`src/common/fps_pkg.sv`:
```
// Package for the flash program/erase sequencer: map, fields, reset values
package fps_pkg;

    // ----------------------------------------------------------------
    // Register byte offsets
    // ----------------------------------------------------------------
    localparam logic [7:0] OFS_CTRL_A   = 8'h00; // flash_ctrl_reg_a
    localparam logic [7:0] OFS_CTRL_B   = 8'h04; // flash_ctrl_reg_b
    localparam logic [7:0] OFS_EBSEL_A  = 8'h08; // erase_block_sel_a
    localparam logic [7:0] OFS_EBSEL_B  = 8'h0C; // erase_block_sel_b
    localparam logic [7:0] OFS_WD_PER   = 8'h10;
    localparam logic [7:0] OFS_WD_CTRL  = 8'h14;
    localparam logic [7:0] OFS_VADDR    = 8'h18;
    localparam logic [7:0] OFS_VDATA    = 8'h1C;
    localparam logic [7:0] OFS_CALC_SRC = 8'h20;
    localparam logic [7:0] OFS_CALC_VER = 8'h24;
    localparam logic [7:0] OFS_CALC_PRV = 8'h28;
    localparam logic [7:0] OFS_CALC_RES = 8'h2C;
    localparam logic [7:0] OFS_LOOP     = 8'h30;
    localparam logic [7:0] OFS_STATUS   = 8'h34;

    // ----------------------------------------------------------------
    // Field positions
    // ----------------------------------------------------------------
    localparam int WD_ARM_BIT    = 0;
    localparam int WD_OVF_BIT    = 1;
    localparam int LOOP_CLR_BIT  = 0;
    localparam int LOOP_STEP_BIT = 1;
    localparam int LOOP_ADD_BIT  = 16;
    localparam int LOOP_FAIL_BIT = 17;
    localparam int RES_ADD_LSB   = 16;
    localparam int CTRL_W        = 7;
    localparam int ADD_LOOP_LO   = 1;
    localparam int ADD_LOOP_HI   = 6;

    // ----------------------------------------------------------------
    // Reset values
    // ----------------------------------------------------------------
    localparam logic [31:0] WD_PER_RST = 32'h0000_FFFF;
    localparam logic [15:0] ERASED_WRD = 16'hFFFF;
    localparam logic [7:0]  DUMMY_BYTE = 8'hFF;

    // Flash control bits, one copy per register, bit 6 down to bit 0
    typedef struct packed {
        logic swe; // sw_write_enable
        logic esu; // erase_setup
        logic psu; // program setup
        logic ev;  // erase_verify
        logic pv;  // program verify
        logic e;   // erase_active
        logic p;   // program_pulse
    } fps_fctl_t;

    localparam fps_fctl_t CTRL_RST = 7'h00;

endpackage

```
`src/verilog/fps_flash_seq.sv`:
```
// Flash program/erase sequencer with Avalon-MM register slave
// Operation
// - Erase lasts exactly while erase bits are set, within the maximum.
// - Erase works without preprogramming the block to zeros.
// - Leaving erase mode cancels the watchdog arming.
// - After the delay, 16-bit reads return data at the latched address.
//
// Our own choices: the address map and the Avalon-MM register port.
module fps_flash_seq
    import fps_pkg::*;
#(
    parameter int BLK_A_W  = 8,
    parameter int BLK_B_W  = 8,
    parameter int FL_AW    = 19,
    parameter int LOOP_W   = 10,
    parameter int MAX_LOOP = 1000
) (
    input  wire logic                       sys_clk_i,
    input  wire logic                       sys_rst_i,
    input  wire logic [7:0]                 avs_address_i,
    input  wire logic                       avs_read_i,
    input  wire logic                       avs_write_i,
    input  wire logic [31:0]                avs_writedata_i,
    output logic      [31:0]                avs_readdata_o,
    output logic                            avs_waitrequest_o,
    output fps_fctl_t                       fl_ctrl_o,
    output logic [BLK_A_W+BLK_B_W-1:0]      fl_blk_sel_o,
    output logic [FL_AW-1:0]                fl_addr_o,
    input  wire logic [15:0]                fl_rdata_i,
    output logic                            wd_overflow_o
);

    if (BLK_A_W < 1 || BLK_A_W > 16 || BLK_B_W < 1 || BLK_B_W > 16 || FL_AW < 1 || FL_AW > 24 ||
        LOOP_W < 3 || LOOP_W > 16 || MAX_LOOP < 1 || MAX_LOOP >= (1 << LOOP_W)) begin
        $error("fps_flash_seq: unsupported parameter values");
    end

    localparam logic [LOOP_W-1:0] LOOP_MAX = LOOP_W'(MAX_LOOP);
    localparam logic [LOOP_W-1:0] LOOP_LO  = LOOP_W'(ADD_LOOP_LO);
    localparam logic [LOOP_W-1:0] LOOP_HI  = LOOP_W'(ADD_LOOP_HI);

    // ----------------------------------------------------------------
    // Bus slave: one wait state on every access
    // ----------------------------------------------------------------
    logic ack_r;
    logic [31:0] rdata_r;
    wire  req   = avs_read_i | avs_write_i;
    wire  wr_go = avs_write_i & ack_r;
    wire  rd_go = avs_read_i & ~ack_r;
    wire  w_ca  = wr_go & (avs_address_i == OFS_CTRL_A);
    wire  w_cb  = wr_go & (avs_address_i == OFS_CTRL_B);
    wire  w_ea  = wr_go & (avs_address_i == OFS_EBSEL_A);
    wire  w_eb  = wr_go & (avs_address_i == OFS_EBSEL_B);
    wire  w_wp  = wr_go & (avs_address_i == OFS_WD_PER);
    wire  w_wc  = wr_go & (avs_address_i == OFS_WD_CTRL);
    wire  w_va  = wr_go & (avs_address_i == OFS_VADDR);
    wire  w_cs  = wr_go & (avs_address_i == OFS_CALC_SRC);
    wire  w_cv  = wr_go & (avs_address_i == OFS_CALC_VER);
    wire  w_cp  = wr_go & (avs_address_i == OFS_CALC_PRV);
    wire  w_lp  = wr_go & (avs_address_i == OFS_LOOP);

    assign avs_waitrequest_o = req & ~ack_r;
    assign avs_readdata_o    = rdata_r;

    // ----------------------------------------------------------------
    // Control state
    // ----------------------------------------------------------------
    fps_fctl_t           ctrl_a_r, ctrl_b_r;
    logic [BLK_A_W-1:0]  sel_a_r;
    logic [BLK_B_W-1:0]  sel_b_r;
    logic [31:0]         wd_per_r, wd_cnt_r;
    logic                wd_arm_r, wd_ovf_r;
    logic                esu_q_r, psu_q_r;
    logic                dummy_ok_r;
    logic [FL_AW-1:0]    vaddr_r;
    logic [15:0]         src_r, ver_r, prv_r;
    logic [LOOP_W-1:0]   loop_r;
    logic                fail_r;

    fps_fctl_t both;
    assign both = ctrl_a_r & ctrl_b_r;

    wire [BLK_A_W+BLK_B_W-1:0] sel_all = {sel_b_r, sel_a_r};
    wire sel_one  = (sel_all != '0) && ((sel_all & (sel_all - 1'b1)) == '0);
    wire esu_fall = esu_q_r & ~both.esu;
    wire psu_fall = psu_q_r & ~both.psu;
    wire wd_fire  = wd_arm_r & (wd_cnt_r >= wd_per_r);
    // Erase only while both erase bits are held; block contents never gate it
    wire erase_on = both.e & both.esu & both.swe & sel_one & ~wd_ovf_r;
    wire prog_on  = both.p & both.psu & both.swe & ~wd_ovf_r;
    wire vmode    = both.ev | both.pv;

    always_comb begin
        fl_ctrl_o     = both;
        fl_ctrl_o.e   = erase_on;
        fl_ctrl_o.p   = prog_on;
    end
    assign fl_blk_sel_o  = sel_all;
    assign fl_addr_o     = vaddr_r;
    assign wd_overflow_o = wd_ovf_r;

    // ----------------------------------------------------------------
    // Verify data helpers
    // ----------------------------------------------------------------
    wire [15:0] reprog  = src_r | ~ver_r;
    wire [15:0] addprog = prv_r | ver_r;
    wire add_ok   = (loop_r >= LOOP_LO) && (loop_r <= LOOP_HI);
    wire loop_clr = w_lp & avs_writedata_i[LOOP_CLR_BIT];
    wire loop_stp = w_lp & avs_writedata_i[LOOP_STEP_BIT] & ~avs_writedata_i[LOOP_CLR_BIT];
    wire at_max   = (loop_r == LOOP_MAX);

    // ----------------------------------------------------------------
    // Read mux
    // ----------------------------------------------------------------
    logic [31:0] rd_mux;
    always_comb begin
        rd_mux = '0;
        unique case (avs_address_i)
            OFS_CTRL_A:   rd_mux = 32'(ctrl_a_r);
            OFS_CTRL_B:   rd_mux = 32'(ctrl_b_r);
            OFS_EBSEL_A:  rd_mux = 32'(sel_a_r);
            OFS_EBSEL_B:  rd_mux = 32'(sel_b_r);
            OFS_WD_PER:   rd_mux = wd_per_r;
            OFS_WD_CTRL:  rd_mux = 32'({wd_ovf_r, wd_arm_r});
            OFS_VADDR:    rd_mux = 32'(vaddr_r);
            OFS_VDATA:    rd_mux = vmode ? 32'(fl_rdata_i) : '0;
            OFS_CALC_SRC: rd_mux = 32'(src_r);
            OFS_CALC_VER: rd_mux = 32'(ver_r);
            OFS_CALC_PRV: rd_mux = 32'(prv_r);
            OFS_CALC_RES: rd_mux = {addprog, reprog};
            OFS_LOOP:     rd_mux = {14'h0000, fail_r, add_ok, 16'(loop_r)};
            OFS_STATUS:   rd_mux = 32'({dummy_ok_r, sel_one, vmode, prog_on, erase_on});
            default:      rd_mux = '0;
        endcase
    end

    // ----------------------------------------------------------------
    // Bus handshake and read data
    // ----------------------------------------------------------------
    always_ff @(posedge sys_clk_i) begin
        if (sys_rst_i) begin
            ack_r   <= 1'b0;
            rdata_r <= '0;
        end else begin
            ack_r <= req & ~ack_r;
            if (rd_go) begin
                rdata_r <= rd_mux;
            end
        end
    end

    // ----------------------------------------------------------------
    // Flash control bits; an overflow drops every mode at once
    // ----------------------------------------------------------------
    always_ff @(posedge sys_clk_i) begin
        if (sys_rst_i || wd_fire) begin
            ctrl_a_r <= CTRL_RST;
            ctrl_b_r <= CTRL_RST;
        end else begin
            if (w_ca) begin
                ctrl_a_r <= fps_fctl_t'(avs_writedata_i[CTRL_W-1:0]);
            end
            if (w_cb) begin
                ctrl_b_r <= fps_fctl_t'(avs_writedata_i[CTRL_W-1:0]);
            end
        end
    end

    always_ff @(posedge sys_clk_i) begin
        if (sys_rst_i) begin
            sel_a_r <= '0;
            sel_b_r <= '0;
            esu_q_r <= 1'b0;
            psu_q_r <= 1'b0;
        end else begin
            esu_q_r <= both.esu;
            psu_q_r <= both.psu;
            if (w_ea) begin
                sel_a_r <= avs_writedata_i[BLK_A_W-1:0];
            end
            if (w_eb) begin
                sel_b_r <= avs_writedata_i[BLK_B_W-1:0];
            end
        end
    end

    // ----------------------------------------------------------------
    // Runaway watchdog
    // ----------------------------------------------------------------
    wire ovf_clr = w_wc & avs_writedata_i[WD_OVF_BIT];
    always_ff @(posedge sys_clk_i) begin
        if (sys_rst_i) begin
            wd_per_r <= WD_PER_RST;
            wd_cnt_r <= '0;
            wd_arm_r <= 1'b0;
            wd_ovf_r <= 1'b0;
        end else begin
            if (w_wp) begin
                wd_per_r <= avs_writedata_i;
            end
            // Set wins over a clear landing in the same cycle
            wd_ovf_r <= wd_fire | (wd_ovf_r & ~ovf_clr);
            if (wd_fire || esu_fall || psu_fall) begin
                wd_arm_r <= 1'b0;
                wd_cnt_r <= '0;
            end else if (w_wc) begin
                wd_arm_r <= avs_writedata_i[WD_ARM_BIT];
                wd_cnt_r <= '0;
            end else if (wd_arm_r) begin
                wd_cnt_r <= wd_cnt_r + 32'h0000_0001;
            end
        end
    end

    // ----------------------------------------------------------------
    // Verify address latch, operand registers, loop counter
    // ----------------------------------------------------------------
    always_ff @(posedge sys_clk_i) begin
        if (sys_rst_i) begin
            vaddr_r    <= '0;
            dummy_ok_r <= 1'b0;
            src_r      <= ERASED_WRD;
            ver_r      <= ERASED_WRD;
            prv_r      <= ERASED_WRD;
        end else begin
            if (w_va) begin
                vaddr_r    <= avs_writedata_i[FL_AW+7:8];
                dummy_ok_r <= (avs_writedata_i[7:0] == DUMMY_BYTE);
            end
            if (w_cs) begin
                src_r <= avs_writedata_i[15:0];
            end
            if (w_cv) begin
                ver_r <= avs_writedata_i[15:0];
            end
            if (w_cp) begin
                prv_r <= avs_writedata_i[15:0];
            end
        end
    end

    always_ff @(posedge sys_clk_i) begin
        if (sys_rst_i) begin
            loop_r <= '0;
            fail_r <= 1'b0;
        end else if (loop_clr) begin
            loop_r <= '0;
            fail_r <= 1'b0;
        end else if (loop_stp) begin
            if (at_max) begin
                fail_r <= 1'b1;
            end else begin
                loop_r <= loop_r + 1'b1;
            end
        end
    end
endmodule
```
`config.mk`:
```
export PLATFORM = sky130hd
export DESIGN_NAME = fps_flash_seq
export DESIGN_NICKNAME = d
export VERILOG_FILES = /design/src/common/fps_pkg.sv /design/src/verilog/fps_flash_seq.sv
export SDC_FILE = /design/constraint.sdc
export NUM_CORES = 1
export LEC_CHECK = 0
export BUFFER_PORTS_ARGS = -buffer_cell sky130_fd_sc_hd__buf_4
export CAP_MARGIN = 20
export CORE_MARGIN = 3
export CORE_UTILIZATION = 39
export CTS_BUF_LIST = sky130_fd_sc_hd__clkbuf_16
export CTS_CLUSTER_SIZE = 8
export DETAILED_ROUTE_END_ITERATION = 10
export REMOVE_ABC_BUFFERS = 1
export SYNTH_ARGS = -nofsm -noshare
export SYNTH_HDL_FRONTEND = slang
export SYNTH_SLANG_ARGS = --single-unit
```
`constraint.sdc`:
```
create_clock -name sys_clk_i -period 5.6 [get_ports sys_clk_i]
set_input_delay 1.12 -clock sys_clk_i [delete_from_list [all_inputs] [get_ports sys_clk_i]]
set_output_delay 1.12 -clock sys_clk_i [all_outputs]
set_load 0.01 [all_outputs]
```
After elaboration in Yosys (flattened, before gate mapping). Index checks and enable logic that the tools add are counted. W data, S select, Z words.

Register bits: 210. Bits in latches: 0. Bits in writable memories: 0. Bits in read-only memories: 0. Bits of input ports: 60. Output and inout bits: 76. Word-level logic and storage cells: 111. Memories: 0.

Add/sub/neg operators: 3. Multipliers: 0. Div/mod/pow operators: 0. Magnitude comparators: 3. Equal/unequal tests: 15. Shift-type cells: 0. Mux-type cells: 2. Bitwise operators: 44. Reduce and logical (&&, ||, !) cells: 13.

Operator list (count): $pmux W32 S14 (1); $eq A8 B6 Y1 const B (6); $add A32 B1 Y32 const B (1); $eq A8 B5 Y1 const B (4); $ge A32 B32 Y1 (1); $or A16 B16 Y16 (2); $and A1 B1 Y1 (29); $and A16 B16 Y16 (1); $eq A8 B4 Y1 const B (2); $logic_not A16 Y1 (1); $mux W16 (1); $not A16 Y16 (1); $reduce_bool A16 Y1 (1); $sub A16 B1 Y16 const B (1); $add A10 B1 Y10 const B (1); $eq A10 B10 Y1 const B (1); $ge A10 B1 Y1 const B (1); $le A10 B3 Y1 const B (1); $eq A8 B3 Y1 const B (1); $eq A8 B8 Y1 const B (1); $logic_not A8 Y1 (1); $and A7 B7 Y7 (1); $not A1 Y1 (7); $reduce_and A2 Y1 (2); 5 further kinds (11).

Depth between registers and ports, before layout. Gate-level depths: netlist of the first run.

Word-level depth: 7. Gate-level depth with buffers: 9. Mapped depth without buffers: 8.

Least setup slack after synthesis of the first run. Ideal clock, no wire load.

Path type: flip-flop to output port. From: register sel_a_r[0]. To: output port fl_ctrl_o[1] (netlist bit). Data arrival time: 2.213 ns. Required time: 4.480 ns. Path slack: 2.267 ns. Cell stages (with the launch flop): 8. Path buffers: 1. Cells stage by stage: dfxtp_1 or3_4 or4b_4 or4_4 nand3b_2 nand3_1 nor4_1 buf_4.

Cells in the longest elaborated chain, start to end: 6. Elaborated cells on any way between the ends: 7. Those cells by class: 1 x add/sub; 3 x bitwise; 3 x reduce/logical.

Ends and longest elaborated chain: from (decl) (RTL line fps_flash_seq.sv:69) `logic [BLK_A_W-1:0] sel_a_r;`; from (signal assigned) (RTL line fps_flash_seq.sv:179) `sel_a_r <= avs_writedata_i[BLK_A_W-1:0];`; $sub A16 B1 Y16 (RTL line fps_flash_seq.sv:84) `wire sel_one = (sel_all != '0) && ((sel_all & (sel_all - 1'b1)) == '0);`; $and A16 B16 Y16 (RTL line fps_flash_seq.sv:84); $logic_not A16 Y1 (RTL line fps_flash_seq.sv:84); $logic_and A1 B1 Y1 (*) (RTL line fps_flash_seq.sv:84); $and A1 B1 Y1 (*) (2 in series) (RTL line fps_flash_seq.sv:89) `wire erase_on = both.e & both.esu & both.swe & sel_one & ~wd_ovf_r;`; to (decl) (RTL line fps_flash_seq.sv:26) `output fps_fctl_t fl_ctrl_o,`.

Mark *: on every way between the ends. The rest lies on a longest branch, timed or not.

==> impl_metrics.py, run 1 <==
metrics = {
    "status": {
        "outcome": "finished clean",
    },
    "global_routing": {
        "grt_start_max_net_pins": 82,
        "grt_first_pass_wirelength_um": 57920,
        "grt_usage_pct": 25.43,
        "gr-total-overflow": 0,
        "grt_pass1_vias": 9721,
        "antenna_found_initial": 1,
    },
    "layout": {
        "final-seq-area_um2": 4204,
        "area_growth_pct": 19.43,
        "fillCellCount": 2580,
        "diodes": 0,
        "drive_gt1_share_pct": 15.53,
        "multiInputGateArea_um2": 5848,
        "nets": 1500,
    },
    "place": {
        "io_buffers": 135,
        "dp_hpwl_um": 27110,
        "place_congestion": 0.9726,
    },
    "min_path": {
        "worst_hold_path_type": "flop to flop",
        "min_path_cells": 2,
    },
    "floorplanning": {
        "die_area_um2": 29120,
        "ios": 136,
        "core_area_um2": 26350,
        "die_x_um": 170.6,
        "chipHeight_um": 170.6,
        "num_rows": 59,
        "initial_core_util_pct": 40.11,
    },
    "worst_setup_path": {
        "worstPathArrival_ns": 3.01,
        "start_kind": "flop",
        "critPathMaxFanout": 5,
        "crit_type": "flop to output port",
        "ff2ff_path_depth": 9,
        "endpoint_kind": "output port",
        "critPathRequiredTime_ns": 4.48,
    },
    "cts": {
        "clockRootBuffer": "clkbuf_16",
        "clock_sinks": 210,
        "postCtsHoldBufs": 0,
        "cts_resized": 0,
        "cts_buffers": 30,
        "cts_max_level": 1,
        "cts_setup_buffers": 0,
        "clk_pin_slew_ns": 0.05,
        "clockBufferDepth": 3,
        "tritoncts": "done",
        "clk_latency_ns": 0.54,
    },
    "power_and_ir_drop": {
        "p_sw_mw": 0.7452,
        "p_comb_share_pct": 5.0,
        "p_seq_share_pct": 45.5,
        "cellPowerDensity_nw_per_um2": 261.2,
        "p_int_mw": 2.553,
        "peakVddDrop_v": 0.0002752,
        "clock_power_share_pct": 49.5,
        "switching_share_pct": 22.59,
        "leakagePower_nw": 4.814,
    },
    "timing": {
        "finalCriticalPeriod_ns": 4.129,
        "clock_skew_ns": 0.01190,
        "rsz0062_at_grt": "no",
        "setup_viol": 0,
        "tightestPinTransition_ns": 0.9801,
        "drv_slew": 0,
        "hold_violations": 0,
        "post-route-period-util_pct": 73.73,
        "finalSetupTns_ns": 0,
        "hold_ws_ns": 0.4517,
        "max_freq_mhz": 242.2,
        "max_slew_margin_pct": 34.66,
    },
    "logic_synthesis": {
        "synth_top_cells_by_count": "nand2_1 (254), dfxtp_1 (210), a21oi_1 (95)",
        "async_flop_share_pct": 0,
        "yosysTopAreaCell": "dfxtp_1",
        "syn_avg_cell_area_um2": 8.082,
        "synth_enable_flop_cells": 0,
        "netlist_area_um2": 10570,
        "yosysTopAreaCellShare_pct": 39.77,
        "synth_cell_types": 78,
        "yosysWarningCount": 0,
        "ys_ff_latch": 210,
        "ys.flop_type": "dfxtp_1",
        "synth_cells": 1308,
        "yosysMostFrequentCell": "nand2_1",
        "yosysSeqAreaShare_pct": 39.77,
        "yosys-top-cells-area": "dfxtp_1 (40%), nand2_1 (9.0%), mux2i_1 (4.8%), a21oi_1 (4.5%), ha_1 (4.4%)",
    },
    "detailed_routing": {
        "drc": 0,
        "drt_wl_total_um": 38050,
        "drt_iter0_drc": 1094,
        "dr.pass1.iters": 9,
        "post_drt_wl_per_cell_um": 21.88,
        "drt-vias-per-instance": 5.872,
        "ant_nets": 0,
        "vias": 10211,
    },
    "job": {
        "drv_cap": 0,
    },
}
-- worst max-delay path, cell delays in order, from the launching register on --
cell and delay [ns]:
dfxtp_1 0.34, nor3_1 0.40, or4b_4 0.55, or4_4 0.50, nand3b_2 0.11, nand3_1 0.10, nor4_1 0.28, buf_4 0.19
-- cell families (layout without fill, tap and decap cells) --
group / after synthesis / after routing / synth area share, %
AOI/OAI and AO/OA: 289 / 289 / 17.79
xor gates and xnor gates: 36 / 36 / 2.983
adders and majority gates: 39 / 39 / 4.569
buffers and inverters: 138 / 234 / 5.338
DFF: 210 / 210 / 39.77
muxes: 54 / 54 / 5.149
and+or+nand+nor: 542 / 542 / 24.41
-- final cells by class --
cell class              instances  area share, %
clock buffers                  31          6.144
clock inverters                 2         0.2676
inverters                      49          1.457
multi-input cells             960          46.32
flip-flops and latches        210          33.30
well taps                     335          3.320
repair buffers                152          9.196
-- placed cells by master (no fill, tap or decap), drive strengths merged, types with 33 or more instances in the layout --
| cell type | netlist | layout |
|---|---|---|
| a21oi | 95 | 95 |
| a22oi | 39 | 39 |
| buf | 23 | 152 |
| dfxtp | 210 | 210 |
| ha | 37 | 37 |
| inv | 49 | 49 |
| mux2i | 51 | 51 |
| nand2 | 254 | 254 |
| nand3 | 33 | 33 |
| nor2 | 91 | 91 |
| nor3 | 65 | 65 |
| o21ai | 54 | 54 |
-- registers in the layout, summed over array words and instances (netlist names) --
name	cells
wd_per_r	32
ctrl_b_r	7
ctrl_a_r	7
wd_arm_r	1
avs_readdata_o	32
wd_cnt_r	32
sel_b_r	8
loop_r	10
dummy_ok_r	1
src_r	16
fail_r	1
esu_q_r	1
sel_a_r	8
ack_r	1
psu_q_r	1
prv_r	16
wd_overflow_o	1
ver_r	16
fl_addr_o	19
-- power by group through the flow --
stage	logic [mW]	registers, mW	clock network, mW
after detailed placement	0.161	1.53	0
after CTS	0.161	1.50	1.66
after global routing	0.173	1.50	1.72
final	0.165	1.50	1.63
after floorplan	0.0498	1.53	0
after global placement	0.162	1.53	0
-- metal layers --
layer,track usage (%),up-vias,wire [um],share of wire [%]
li1,-,4813,-,-
met1,34.58,4860,16060,42
met2,40.32,445,17450,46
met3,5.152,91,3201,8.4
met4,8.748,2,1323,3.5
met5,0,-,13,0.034
-- through the flow --
stage	setup WS [ns]	cell area (um^2)	total power [mW]	cells	utilization [%]
6_report	1.471	12630	3.298	1739	47.91
5_1_grt	1.333	12630	3.395	1739	47.91
3_3_place_gp	1.971	11790	1.692	1705	44.73
4_1_cts	1.482	12630	3.319	1739	47.91
2_1_floorplan	1.030	10190	1.580	1219	-
3_5_place_dp	1.926	11820	1.691	1706	44.84
-- worst paths after layout --
check / end / start / slack, ns
worst min-delay path: avs_readdata_o[9] / avs_readdata_o[9] / 0.45
worst max register to register: wd_cnt_r[22] / wd_per_r[13] / 3.03
worst min register to register: avs_readdata_o[9] / avs_readdata_o[9] / 0.45
worst max-delay path: fl_ctrl_o[1] / sel_a_r[3] / 1.47
Note: power is estimated with default switching activity, not from simulation.
==> run 2: changes to the inputs <==
- clock period: 5.6 -> 3.9 ns (I/O delays scaled with it)
==> impl_metrics.py, run 2 (synthesis results as in run 1) <==
metrics = {
    "global_routing": {
        "grt_first_pass_wirelength_um": 58050,
        "grt_usage_pct": 25.57,
        "gr-total-overflow": 0,
        "grt_pass1_vias": 9664,
        "antenna_found_initial": 1,
        "grt_start_max_net_pins": 61,
    },
    "timing": {
        "clock_skew_ns": 0.01472,
        "setup_viol": 0,
        "max_freq_mhz": 270.9,
        "finalSetupTns_ns": 0,
        "tightestPinTransition_ns": 0.9048,
        "fin_ws_ns": 0.2080,
        "finalCriticalPeriod_ns": 3.692,
        "hold_violations": 0,
        "rsz0062_at_grt": "no",
        "max_slew_margin_pct": 39.54,
        "post-route-period-util_pct": 94.67,
        "drv_slew": 0,
    },
    "layout": {
        "multiInputGateArea_um2": 5842,
        "area_growth_pct": 19.80,
        "nets": 1512,
        "final-seq-area_um2": 4204,
        "finalNonFillerCells": 1751,
        "diodes": 0,
        "fillCellCount": 2631,
        "final_common_cell": "nand2_1",
        "final_area_um2": 12660,
        "drive_gt1_share_pct": 16.17,
        "final_cell_mix": "nand2_1 (254), dfxtp_1 (210), buf_4 (163)",
        "final_util_pct": 48.06,
    },
    "cts": {
        "clock_sinks": 210,
        "postCtsHoldBufs": 0,
        "cts_max_level": 1,
        "clk_latency_ns": 0.55,
        "cts_setup_buffers": 0,
        "cts_resized": 0,
        "cts_buffers": 30,
        "tritoncts": "done",
        "clockRootBuffer": "clkbuf_16",
        "clockBufferDepth": 3,
        "clk_pin_slew_ns": 0.05,
    },
    "place": {
        "dp_hpwl_um": 27200,
        "dpl.cell_count": 1717,
        "place_congestion": 0.9760,
        "preCtsSetupSlack_ns": 0.7000,
        "placed_area_um2": 11870,
        "io_buffers": 135,
    },
    "floorplanning": {
        "die_area_um2": 29120,
        "core_area_um2": 26350,
        "die_x_um": 170.6,
        "chipHeight_um": 170.6,
        "initial_core_util_pct": 40.11,
        "ios": 136,
        "num_rows": 59,
    },
    "worst_setup_path": {
        "worstPathArrival_ns": 2.91,
        "endpoint_kind": "output port",
        "start_kind": "flop",
        "critPathRequiredTime_ns": 3.12,
        "r2r_setup_slack_ns": 1.17,
        "ff2ff_path_depth": 9,
        "critPathMaxFanout": 5,
        "crit_type": "flop to output port",
    },
    "detailed_routing": {
        "post_drt_wl_per_cell_um": 21.75,
        "vias": 10290,
        "drt-vias-per-instance": 5.877,
        "drt_wl_total_um": 38080,
        "ant_nets": 0,
        "dr.pass1.iters": 8,
        "drc": 0,
        "drt_iter0_drc": 1010,
    },
    "power_and_ir_drop": {
        "peakVddDrop_v": 0.0003727,
        "leakagePower_nw": 4.855,
        "cellPowerDensity_nw_per_um2": 370.0,
    },
    "min_path": {
        "worst_hold_path_type": "flop to flop",
        "min_path_cells": 2,
    },
    "job": {
        "drv_cap": 0,
    },
    "status": {
        "outcome": "finished clean",
    },
}
-- run 2: worst max-delay path, cell delays in order, from the launching register on --
cell	delay (ns)
dfxtp_1	0.34
nor3_1	0.42
or4b_4	0.56
or4_4	0.50
nand3b_2	0.11
nand3_1	0.08
nor4_1	0.19
buf_4	0.17
-- run 2: path summary, 6_finish.rpt --
kind                       endpoint              start
setup / recovery       fl_ctrl_o[1]         sel_a_r[3]
hold / removal    avs_readdata_o[9]  avs_readdata_o[9]
setup reg to reg       wd_cnt_r[11]       wd_per_r[13]
hold reg to reg   avs_readdata_o[9]  avs_readdata_o[9]
-- run 2: metrics by stage --
step | power [mW] | hold WS, ns
floorplan | 2.268 | 0.4366
global placement | 2.433 | 0.4401
detailed placement | 2.434 | 0.4474
CTS | 4.715 | 0.4543
global route | 4.824 | 0.4813
finish | 4.685 | 0.4506
-- run 2: area by class of cell --
type,instances,share of cell area (%)
multi-input combinational,960,46.13
inverter,49,1.452
timing repair buffer,164,9.702
sequential,210,33.20
clock inverter,2,0.08892
clock buffer,31,6.125
tap,335,3.310
-- run 2: report_power, final --
part / switching, mW / leakage [nW] / total (mW) / internal (mW)
clock network: 0.912 / 0.387 / 2.29 / 1.38
logic: 0.167 / 2.77 / 0.244 / 0.0765
registers: 0.00295 / 1.69 / 2.15 / 2.15
-- run 2: layer usage --
layer / wire, um / global-route usage [%]
met1: 16210 / 35.07
met4: 1369 / 8.854
met2: 17190 / 40.65
met3: 3298 / 4.552
met5: 13 / 0
